### src/rtl/memory_bank_pkg.sv
// Constants, register map and types for the memory bank controller
package memory_bank_pkg;

    // APB register map (byte addresses)
    localparam logic [7:0] ADDR_GLOBAL     = 8'h00;
    localparam logic [7:0] ADDR_STATUS     = 8'h04;
    localparam logic [7:0] ADDR_BANK_FIRST = 8'h10;
    localparam logic [7:0] BANK_STRIDE     = 8'h08;
    localparam logic [7:0] BANK_OPT_OFFSET = 8'h04;

    // Global memory register fields
    localparam int GLB_COUNT_LSB = 0;
    localparam int GLB_COUNT_W   = 8;
    localparam int GLB_PAGE_LSB  = 8;
    localparam int GLB_PAGE_W    = 3;

    // Bank base register fields
    localparam int BASE_VALID_BIT = 0;
    localparam int BASE_ADDR_LSB  = 16;

    // Bank option register fields
    localparam int OPT_BURST_ACK   = 0;
    localparam int OPT_EARLY_NEG   = 1;
    localparam int OPT_PORT16      = 2;
    localparam int OPT_START_SYNC  = 3;
    localparam int OPT_DELAY_WRITE = 4;
    localparam int OPT_PAGE_MODE   = 5;
    localparam int OPT_CYCLE_LSB   = 6;
    localparam int OPT_CYCLE_W     = 4;
    localparam int OPT_IS_DRAM     = 10;
    localparam int OPT_PARITY_EN   = 11;
    localparam int OPT_SYNC_MODE   = 12;
    localparam int OPT_MASK_LSB    = 16;
    localparam int OPT_STRAP_LSB   = 2;

    // Status register fields
    localparam int STS_BUSY       = 0;
    localparam int STS_PAGE_OPEN  = 1;
    localparam int STS_STRAP_LSB  = 2;
    localparam int STS_EXT_TERM   = 4;
    localparam int STS_REFRESH_LSB = 8;

    // Reset values
    localparam logic [31:0] GLOBAL_RESET = 32'h0000_0017;
    localparam logic [31:0] BASE_RESET   = 32'h0000_0000;
    localparam logic [31:0] OPTION_RESET = 32'h0000_03c1;

    // Timing
    localparam int          REFRESH_PRESCALE  = 16;
    localparam logic [4:0]  CYCLE_EXTRA       = 5'h02;
    localparam logic [4:0]  START_SYNC_EXTRA  = 5'h01;
    localparam logic [4:0]  DELAY_WRITE_EXTRA = 5'h01;
    localparam int          STRAP_SETTLE      = 3;

    // Page compare
    localparam int PAGE_BASE_LOW = 10;
    localparam int PAGE_ADDR_TOP = 25;

    typedef enum logic [1:0]
    {
        SRC_INTERNAL = 2'h0,
        SRC_EXT_030  = 2'h1,
        SRC_EXT_040  = 2'h2
    } source_t;

    typedef enum logic [1:0]
    {
        ST_IDLE = 2'b00,
        ST_RUN  = 2'b01,
        ST_HOLD = 2'b11
    } cycle_state_t;

endpackage

### src/rtl/refresh_if.sv
// Link between the controller and its refresh timer
`timescale 1ns/1ps
`default_nettype none
interface refresh_if #(parameter int COUNT_W = 8);
    logic [COUNT_W-1:0] reload_count;
    logic               expire;

    modport timer (input reload_count, output expire);
    modport user  (output reload_count, input expire);
endinterface
`default_nettype wire

### src/rtl/memory_bank_controller.sv
// Chip-select bank logic with DRAM page compare, cycle timing and refresh
//
// The register addresses and the APB interface to the registers were left to the implementer.
`timescale 1ns/1ps
`default_nettype none
// Function
// - Refresh period is (count field + 1) times sixteen system clocks.
// - Page size code selects compared address lines; 16-bit ports compare one more.
// - Delayed-write bit shifts column strobe one clock on page-hit writes.
// - Write lengthening applies to internal, external 030-style and external 040-style masters alike.
// - External 040 SRAM cycle lasts length+2, or length+3 with start-sync.
// - Parity is active on cycles ended by external acknowledge until the acknowledge is seen.
// - Early select negation works regardless of the synchronous-mode bit.
// - Burst inhibit asserted on bank accesses when burst-ack option is zero.
// - First bank option bits 3 and 2 reset from the configuration pins.
// - External 040 masters are not served while the device is bus master.
module memory_bank_controller
    import memory_bank_pkg::*;
#(
    parameter int NUM_BANKS = 4,
    parameter int COUNT_W   = GLB_COUNT_W
)
(
    input  wire logic                 pclk,
    input  wire logic                 presetn,
    input  wire logic                 psel,
    input  wire logic                 penable,
    input  wire logic                 pwrite,
    input  wire logic [7:0]           paddr,
    input  wire logic [31:0]          pwdata,
    output logic [31:0]               prdata,
    output logic                      pready,
    output logic                      pslverr,
    input  wire logic [31:0]          mem_addr,
    input  wire logic                 mem_strobe_n,
    input  wire logic                 mem_write,
    input  wire logic [1:0]           mem_source,
    input  wire logic                 ext_ack_n,
    input  wire logic                 device_is_master,
    input  wire logic [1:0]           config_strap,
    output logic [NUM_BANKS-1:0]      chip_select_n,
    output logic                      row_strobe_n,
    output logic                      column_strobe_n,
    output logic                      transfer_burst_inhibit_n,
    output logic                      cycle_done,
    output logic                      parity_active,
    output logic                      refresh_request
);
    localparam int SYNC_W = 32 + 1 + 1 + 2 + 1 + 1 + 2;
    localparam int BANK_W = (NUM_BANKS > 1) ? $clog2(NUM_BANKS) : 1;
    // Address settles before the strobe falls, so one bundle sync is safe
    logic [SYNC_W-1:0] sync_stage1;
    logic [SYNC_W-1:0] sync_stage2;
    logic [31:0]       s_addr;
    logic              s_strobe;
    logic              s_write;
    source_t           s_source;
    logic              s_ext_ack;
    logic              s_master;
    logic [1:0]        s_strap;
    always_ff @(posedge pclk or negedge presetn)
    begin
        if (!presetn)
        begin
            sync_stage1 <= '0;
            sync_stage2 <= '0;
        end
        else
        begin
            sync_stage1 <= {mem_addr, ~mem_strobe_n, mem_write, mem_source,
                            ~ext_ack_n, device_is_master, config_strap};
            sync_stage2 <= sync_stage1;
        end
    end
    assign {s_addr, s_strobe, s_write} = sync_stage2[SYNC_W-1:SYNC_W-34];
    assign s_source  = source_t'(sync_stage2[5:4]);
    assign s_ext_ack = sync_stage2[3];
    assign s_master  = sync_stage2[2];
    assign s_strap   = sync_stage2[1:0];
    logic [31:0]  global_mem;
    logic [31:0]  bank_base [NUM_BANKS];
    logic [31:0]  bank_option [NUM_BANKS];
    logic [1:0]   strap_wait;
    logic [1:0]   strap_value;
    logic [7:0]   refresh_events;
    wire apb_setup = psel && !penable;
    wire apb_write = psel && penable && pwrite;
    function automatic logic [25:0] page_mask(input logic [2:0] code, input logic port16);
        int low;
        logic [25:0] m;
        low = PAGE_BASE_LOW + ((int'(code) + 1) / 2) - int'(port16);
        for (int i = 0; i <= PAGE_ADDR_TOP; i++)
            m[i] = (i >= low);
        return m;
    endfunction
    function automatic logic bank_match(input logic [31:0] addr, input logic [31:0] base,
                                        input logic [31:0] opt);
        return base[BASE_VALID_BIT] &&
               (((addr[31:16] ^ base[31:16]) & opt[31:OPT_MASK_LSB]) == 16'h0000);
    endfunction
    always_ff @(posedge pclk or negedge presetn)
    begin
        if (!presetn)
            global_mem <= GLOBAL_RESET;
        else if (apb_write && paddr == ADDR_GLOBAL)
            global_mem <= {21'h000000, pwdata[GLB_PAGE_LSB +: GLB_PAGE_W],
                           pwdata[GLB_COUNT_LSB +: GLB_COUNT_W]};
    end
    always_ff @(posedge pclk or negedge presetn)
    begin
        if (!presetn)
        begin
            for (int b = 0; b < NUM_BANKS; b++)
            begin
                bank_base[b]   <= BASE_RESET;
                bank_option[b] <= OPTION_RESET;
            end
            strap_wait  <= '0;
            strap_value <= '0;
        end
        else
        begin
            if (strap_wait != 2'(STRAP_SETTLE))
            begin
                strap_wait <= strap_wait + 1'b1;
                if (strap_wait == 2'(STRAP_SETTLE - 1))
                begin
                    bank_option[0][OPT_STRAP_LSB +: 2] <= s_strap;
                    strap_value                        <= s_strap;
                end
            end
            for (int b = 0; b < NUM_BANKS; b++)
            begin
                if (apb_write && paddr == ADDR_BANK_FIRST + 8'(b) * BANK_STRIDE)
                    bank_base[b] <= {pwdata[31:BASE_ADDR_LSB], 15'h0000, pwdata[BASE_VALID_BIT]};
                if (apb_write && paddr == ADDR_BANK_FIRST + 8'(b) * BANK_STRIDE + BANK_OPT_OFFSET)
                    bank_option[b] <= {pwdata[31:OPT_MASK_LSB], 3'h0, pwdata[OPT_SYNC_MODE:0]};
            end
        end
    end
    refresh_if #(.COUNT_W(COUNT_W)) rif ();
    assign rif.reload_count = global_mem[GLB_COUNT_LSB +: COUNT_W];
    refresh_timer #(.COUNT_W(COUNT_W)) u_refresh_timer
    (
        .pclk    (pclk),
        .presetn (presetn),
        .rif     (rif)
    );
    always_ff @(posedge pclk or negedge presetn)
    begin
        if (!presetn)
        begin
            refresh_request <= 1'b0;
            refresh_events  <= '0;
        end
        else
        begin
            refresh_request <= rif.expire;
            if (rif.expire)
                refresh_events <= refresh_events + 1'b1;
        end
    end
    logic              any_hit;
    logic [BANK_W-1:0] hit_bank;
    always_comb
    begin
        any_hit  = 1'b0;
        hit_bank = '0;
        for (int b = NUM_BANKS - 1; b >= 0; b--)
        begin
            if (bank_match(s_addr, bank_base[b], bank_option[b]))
            begin
                any_hit  = 1'b1;
                hit_bank = BANK_W'(b);
            end
        end
    end
    cycle_state_t      state;
    logic [4:0]        elapsed;
    logic [4:0]        cur_len;
    logic              cur_delay;
    logic              cur_dram;
    logic              cur_040;
    logic              ext_terminated;
    logic [BANK_W-1:0] cur_bank;
    logic [25:0]       open_row;
    logic [BANK_W-1:0] open_bank;
    logic              open_valid;
    wire [31:0] hit_opt  = bank_option[hit_bank];
    wire        hit_dram = hit_opt[OPT_IS_DRAM];
    wire [25:0] hit_mask = page_mask(global_mem[GLB_PAGE_LSB +: GLB_PAGE_W], hit_opt[OPT_PORT16]);
    wire page_hit = hit_dram && hit_opt[OPT_PAGE_MODE] && open_valid &&
                    open_bank == hit_bank && ((s_addr[25:0] ^ open_row) & hit_mask) == '0;
    wire source_ok = !(s_source == SRC_EXT_040 && s_master);
    wire start     = state == ST_IDLE && s_strobe && any_hit && source_ok;
    wire delay_wr  = hit_opt[OPT_DELAY_WRITE] && page_hit && s_write;
    wire sync_add  = !hit_dram && s_source == SRC_EXT_040 && hit_opt[OPT_START_SYNC];
    wire [4:0] start_len = 5'(hit_opt[OPT_CYCLE_LSB +: OPT_CYCLE_W]) + CYCLE_EXTRA
                           + (sync_add ? START_SYNC_EXTRA : 5'h00)
                           + (delay_wr ? DELAY_WRITE_EXTRA : 5'h00);
    wire last      = state == ST_RUN && elapsed == cur_len - 5'h01;
    always_ff @(posedge pclk or negedge presetn)
    begin
        if (!presetn)
        begin
            state          <= ST_IDLE;
            elapsed        <= '0;
            cur_len        <= '0;
            cur_delay      <= 1'b0;
            cur_dram       <= 1'b0;
            cur_040        <= 1'b0;
            cur_bank       <= '0;
            ext_terminated <= 1'b0;
        end
        else
        begin
            case (state)
                ST_IDLE:
                begin
                    elapsed <= '0;
                    if (start)
                    begin
                        state          <= ST_RUN;
                        cur_len        <= start_len;
                        cur_delay      <= delay_wr;
                        cur_dram       <= hit_dram;
                        cur_040        <= s_source == SRC_EXT_040;
                        cur_bank       <= hit_bank;
                        ext_terminated <= 1'b0;
                    end
                end
                ST_RUN:
                begin
                    elapsed <= elapsed + 5'h01;
                    if (s_ext_ack)
                    begin
                        state          <= ST_HOLD;
                        ext_terminated <= 1'b1;
                    end
                    else if (last)
                        state <= ST_HOLD;
                end
                ST_HOLD:
                    if (!s_strobe)
                        state <= ST_IDLE;
                default:
                    state <= ST_IDLE;
            endcase
        end
    end
    always_ff @(posedge pclk or negedge presetn)
    begin
        if (!presetn)
        begin
            open_row   <= '0;
            open_bank  <= '0;
            open_valid <= 1'b0;
        end
        else if (rif.expire)
            open_valid <= 1'b0;
        else if (start && hit_dram)
        begin
            open_row   <= s_addr[25:0];
            open_bank  <= hit_bank;
            open_valid <= hit_opt[OPT_PAGE_MODE];
        end
    end
    wire        running = state == ST_RUN && !s_ext_ack;
    wire [31:0] cur_opt = bank_option[cur_bank];
    wire [4:0]  cas_on  = 5'h01 + (cur_delay ? DELAY_WRITE_EXTRA : 5'h00);
    wire early_neg = cur_040 && cur_opt[OPT_EARLY_NEG] && last;
    always_ff @(posedge pclk or negedge presetn)
    begin
        if (!presetn)
        begin
            chip_select_n            <= '1;
            row_strobe_n             <= 1'b1;
            column_strobe_n          <= 1'b1;
            transfer_burst_inhibit_n <= 1'b1;
            cycle_done               <= 1'b0;
            parity_active            <= 1'b0;
        end
        else
        begin
            for (int b = 0; b < NUM_BANKS; b++)
                chip_select_n[b] <= !(running && cur_bank == BANK_W'(b) && !early_neg);
            row_strobe_n    <= !(running && cur_dram);
            column_strobe_n <= !(running && cur_dram && elapsed >= cas_on &&
                                 elapsed < cur_len);
            transfer_burst_inhibit_n <= !(running && !cur_opt[OPT_BURST_ACK]);
            cycle_done      <= last && !s_ext_ack;
            parity_active   <= running && cur_opt[OPT_PARITY_EN] && !ext_terminated;
        end
    end
    logic [31:0] read_word;
    logic        read_err;
    always_comb
    begin
        read_word = 32'h0000_0000;
        read_err  = 1'b1;
        if (paddr == ADDR_GLOBAL)
        begin
            read_word = global_mem;
            read_err  = 1'b0;
        end
        else if (paddr == ADDR_STATUS)
        begin
            read_word = {16'h0000, refresh_events, 3'h0, ext_terminated,
                         strap_value, open_valid, state != ST_IDLE};
            read_err  = 1'b0;
        end
        for (int b = 0; b < NUM_BANKS; b++)
        begin
            if (paddr == ADDR_BANK_FIRST + 8'(b) * BANK_STRIDE)
            begin
                read_word = bank_base[b];
                read_err  = 1'b0;
            end
            if (paddr == ADDR_BANK_FIRST + 8'(b) * BANK_STRIDE + BANK_OPT_OFFSET)
            begin
                read_word = bank_option[b];
                read_err  = 1'b0;
            end
        end
    end
    always_ff @(posedge pclk or negedge presetn)
    begin
        if (!presetn)
        begin
            prdata  <= 32'h0000_0000;
            pslverr <= 1'b0;
            pready  <= 1'b0;
        end
        else
        begin
            pready <= 1'b1;
            if (apb_setup)
            begin
                prdata  <= pwrite ? 32'h0000_0000 : read_word;
                pslverr <= read_err;
            end
        end
    end
endmodule // memory_bank_controller
`default_nettype wire

### src/rtl/refresh_timer.sv
// Refresh period timer
`timescale 1ns/1ps
`default_nettype none
module refresh_timer
    import memory_bank_pkg::*;
#(
    parameter int COUNT_W = 8
)
(
    input  wire logic pclk,
    input  wire logic presetn,
    refresh_if.timer  rif
);
    localparam int          PRE_W    = $clog2(REFRESH_PRESCALE);
    localparam logic [PRE_W-1:0] PRE_LAST = PRE_W'(REFRESH_PRESCALE - 1);

    logic [PRE_W-1:0]   prescale;
    logic               tick;
    logic [COUNT_W-1:0] remaining;

    // One pulse every sixteen clocks
    always_ff @(posedge pclk or negedge presetn)
    begin
        if (!presetn)
        begin
            prescale <= '0;
            tick     <= 1'b0;
        end
        else
        begin
            tick     <= (prescale == PRE_LAST);
            prescale <= prescale + 1'b1;
        end
    end

    // Count+1 ticks per period; a new count takes effect at the next reload
    always_ff @(posedge pclk or negedge presetn)
    begin
        if (!presetn)
        begin
            remaining  <= '0;
            rif.expire <= 1'b0;
        end
        else
        begin
            rif.expire <= 1'b0;
            if (tick)
            begin
                if (remaining == '0)
                begin
                    remaining  <= rif.reload_count;
                    rif.expire <= 1'b1;
                end
                else
                begin
                    remaining <= remaining - 1'b1;
                end
            end
        end
    end
endmodule // refresh_timer
`default_nettype wire

### config.mk
export PLATFORM = sky130hd
export DESIGN_NAME = memory_bank_controller
export DESIGN_NICKNAME = d
export VERILOG_FILES = /design/src/rtl/memory_bank_pkg.sv /design/src/rtl/refresh_if.sv /design/src/rtl/memory_bank_controller.sv /design/src/rtl/refresh_timer.sv
export SDC_FILE = /design/constraint.sdc
export NUM_CORES = 1
export LEC_CHECK = 0
export ABC_AREA = 1
export BUFFER_PORTS_ARGS = -buffer_cell sky130_fd_sc_hd__buf_2
export CORE_MARGIN = 8
export CORE_UTILIZATION = 45
export CTS_CLUSTER_DIAMETER = 150
export CTS_CLUSTER_SIZE = 30
export DETAILED_ROUTE_END_ITERATION = 8
export PLACE_DENSITY = 0.68
export SLEW_MARGIN = 20
export SYNTH_ARGS = -nofsm -noshare
export SYNTH_HDL_FRONTEND = slang
export SYNTH_HIERARCHICAL = 1
export SYNTH_SLANG_ARGS = --single-unit
### constraint.sdc
create_clock -name pclk -period 4.3 [get_ports pclk]
set_input_delay 0.86 -clock pclk [delete_from_list [all_inputs] [get_ports pclk]]
set_output_delay 0.86 -clock pclk [all_outputs]
set_load 0.005 [all_outputs]
==> summary.txt <==
Setup path
  – Reg2reg end: cur_len[2]$_DFFE_PN0P_
  – WP data arrival: 4.84 ns
  – CP startpoint kind: flip-flop
  – Minimum setup slack among reg-to-reg paths: -0.08 ns
  – Setup CP Type: flip-flop to flip-flop
  – Data required time of the worst path: 4.76 ns
  – CP top delay family: simple AND/OR/NAND/NOR gates
  – CP Depth: 34
  – R2r startpoint: sync_stage2[32]$_DFF_PN0_
  – Path depth of the worst reg2reg path: 34
  – Worst Setup End Kind: flip-flop
  – CP max stage cell: dfrtp_2
  – Critical path destination: cur_len[2]$_DFFE_PN0P_
  – Buf/Inv on CP: 6
  – Crit-path most repeated cell: nor2_1
  – Max stage delay on crit path: 0.44 ns
  – Worst Setup SP: sync_stage2[32]$_DFF_PN0_
  – CP max FO: 5

Yosys
  – Syn Inst Count: 2063
  – Area contributors post-synth: dfrtp_1, nand2_1, o21ai_0, dfstp_2, inv_1
  – Synthesized flop and latch total: 368
  – Seq/Total Area, Yosys: 53.5%
  – Cell variety after synth: 57
  – Top-area cell type share of the netlist area: 48.8%
  – Post-synth net total: 2172
  – Post-Syn Area: 0.0173 mm²
  – Cell taking the most area after synthesis: dfrtp_1
  – Syn_area_per_cell: 8.37 µm²
  – Syn. warnings: 6

GRT
  – Global-route wire length before repair: 82000 µm
  – Antenna violations before repair: 2
  – GRT Total Usage: 23.1%
  – Vias in the first global route: 14800
  – Total global routing overflow: 0
  – Pin count of the biggest net entering global routing: 100

Power
  – Flop pwr share: 57.8%
  – Worst vdd ir: 0.000228 V
  – Switching Power: 1760 µW
  – Clk pwr share: 29.6%
  – Leak Pwr: 0.00971 µW
  – Net Sw Frac: 27.4%
  – Pwr Density: 316 mW/mm²
  – Pwr Total: 6420 µW
  – Internal Power: 4660 µW
  – Logic pwr share: 12.6%

Finish
  – Most frequent cells in the layout: nand2_1, dfrtp_1, o21ai_0
  – Commonest non-fill, non-tap cell in the layout: nand2_1
  – Final std cells w/o fill: 2826
  – Nets: 2413
  – Share of layout cells above drive strength 1: 19.0%
  – Area Growth Syn to Fin: 17.7%
  – Reg area: 0.00926 mm²
  – Multi-input gate area: 0.00705 mm²
  – Fillers: 3467

Clock tree
  – H-Tree Depth: 1
  – CTS clk-pin slew, worst paths: 0.12 ns
  – CTS Buf Count: 16
  – TritonCTS Sinks: 368
  – CTS max path bufs: 3
  – Worst skew pair latency: 0.54 ns
  – CTS tree: done
  – Hold_buf cts: 0
  – Clk Tree Root Cell: clkbuf_16

Placed design
  – GPL Wtd Cong: 0.919
  – Placed insts: 2781
  – Post-place setup slack: -0.422 ns
  – HPWL after DPL: 36900 µm
  – # port buffers: 117

STA
  – FMAX: 0.228 GHz
  – Worst slew pin tran: 0.820 ns
  – Tcrit/Tclk final: 102%
  – Final worst path period need: 4.38 ns
  – Count of pins over their slew limit: 0
  – Final WS setup: -0.0777 ns
  – Max-slew headroom: 45.1%
  – Final setup vio count: 4
  – Final hold vios: 0
  – RSZ-0062 raised after global routing: true
  – Layout Skew: 0.0285 ns
  – WHS: 0.321 ns
  – TNS Setup: -0.235 ns

Detailed routing
  – # DRC: 0
  – Vias per Instance: 5.35
  – Via Count: 15100
  – DR WL/cell: 18.5 µm
  – Drt first pass iters: 6
  – WL final: 52200 µm
  – Initial DRC Count: 1566
  – Antenna Nets Post-Route: 0

Min path
  – HP Class: flip-flop to flip-flop
  – HP Start: sync_stage1[34]$_DFF_PN0_

Outcome
  – Status: finished with violations
  – Failing checks: negative setup slack

Die
  – Initial Util: 45.7%
  – Die Ht: 212 µm
  – Die Area: 0.0449 mm²
  – I/O pin count: 129
  – Rows: 71
  – Core region area: 0.0378 mm²
  – Die width: 212 µm

Run
  – Max_cap viols: 0
==> repair_timing <==
action	in CTS	in global routing
resized for setup	42	28
pin swaps	25	33
buffers inserted	4	12
cloned	0	0
endpoints found under the setup margin	5	6
==> worst min-delay path by stage <==
stage	to	slack [ns]	cells past startpoint
after floorplan	sync_stage2[0]$_DFF_PN0_	0.33	0
after global placement	sync_stage2[34]$_DFF_PN0_	0.33	0
after detailed placement	sync_stage2[16]$_DFF_PN0_	0.33	0
after CTS	sync_stage2[34]$_DFF_PN0_	0.32	0
after global routing	sync_stage2[34]$_DFF_PN0_	0.34	0
final	sync_stage2[34]$_DFF_PN0_	0.32	0
==> metrics by stage <==
step                utilization, %  cell area (µm²)
CTS                           53.3            20100
finish                        53.8            20300
global placement              51.6            19500
floorplan                        -            17300
global route                  53.8            20300
detailed placement            51.6            19500
==> registers in the layout, summed over array words and instances, names as in the netlist, 2 cells and up <==
register                   flops
sync_stage1                   32
open_row                      18
u_refresh_timer/prescale       4
u_refresh_timer/remaining      8
cur_len                        5
prdata                        32
strap_wait                     2
strap_value                    2
bank_base                     68
refresh_events                 8
elapsed                        5
bank_option                  116
chip_select_n                  4
open_bank                      2
cur_bank                       2
global_mem                    11
state                          2
sync_stage2                   32
==> power groups by stage <==
| stage | Sequential [µW] | Clock [µW] | Combinational (µW) |
|---|---|---|---|
| after floorplan | 3740 | 0 | 492 |
| after global placement | 3780 | 0 | 752 |
| after detailed placement | 3780 | 0 | 781 |
| after CTS | 3710 | 1940 | 795 |
| after global routing | 3730 | 2060 | 915 |
| final | 3710 | 1900 | 810 |
==> metal layers <==
| layer | share of wire (%) | global-route usage [%] |
|---|---|---|
| met1 | 43 | 31.4 |
| met2 | 45 | 36.8 |
| met3 | 8.4 | 4.20 |
| met4 | 3.6 | 8.15 |
| met5 | 0.015 | 0 |
==> kinds of logic after synthesis <==
family	after synthesis	synth area share [%]
and+or+nand+nor	899	21.5
AOI/OAI and AO/OA	446	14.7
DFF	368	53.5
buffers and inverters	293	6.82
xor gates and xnor gates	32	1.62
adders and majority gates	24	1.78
other	1	0.0217
==> cell type report <==
| class | instances | share of cell area [%] |
|---|---|---|
| inverters | 215 | 3.98 |
| multi-input cells | 1402 | 34.7 |
| clock inverters | 1 | 0.148 |
| well taps | 511 | 3.15 |
| flip-flops and latches | 368 | 45.6 |
| repair buffers | 301 | 10.2 |
| diodes | 1 | 0.0123 |
| clock buffers | 27 | 2.28 |
==> Yosys cell counts (all sizes together) <==
cell type	number
o2111ai	13
o31ai	2
a32o	1
a22o	7
a2111oi	1
or2	8
a211oi	7
buf	24
and2	2
clkbuf	54
xnor2	15
nor3	11
o211ai	22
o311ai	2
a21oi	50
nand2	623
o22ai	5
o41ai	3
clkinv	6
fa	1
conb	1
nand4	13
o21ai	303
nor2b	1
dfstp	31
inv	209
nor4	3
nor2	135
a22oi	4
o221ai	10
dfrtp	337
a31oi	4
o311a	3
ha	23
nand3	98
a221oi	8
nand3b	5
xor2	17
a21boi	1
(Power assumes the default switching activity.)
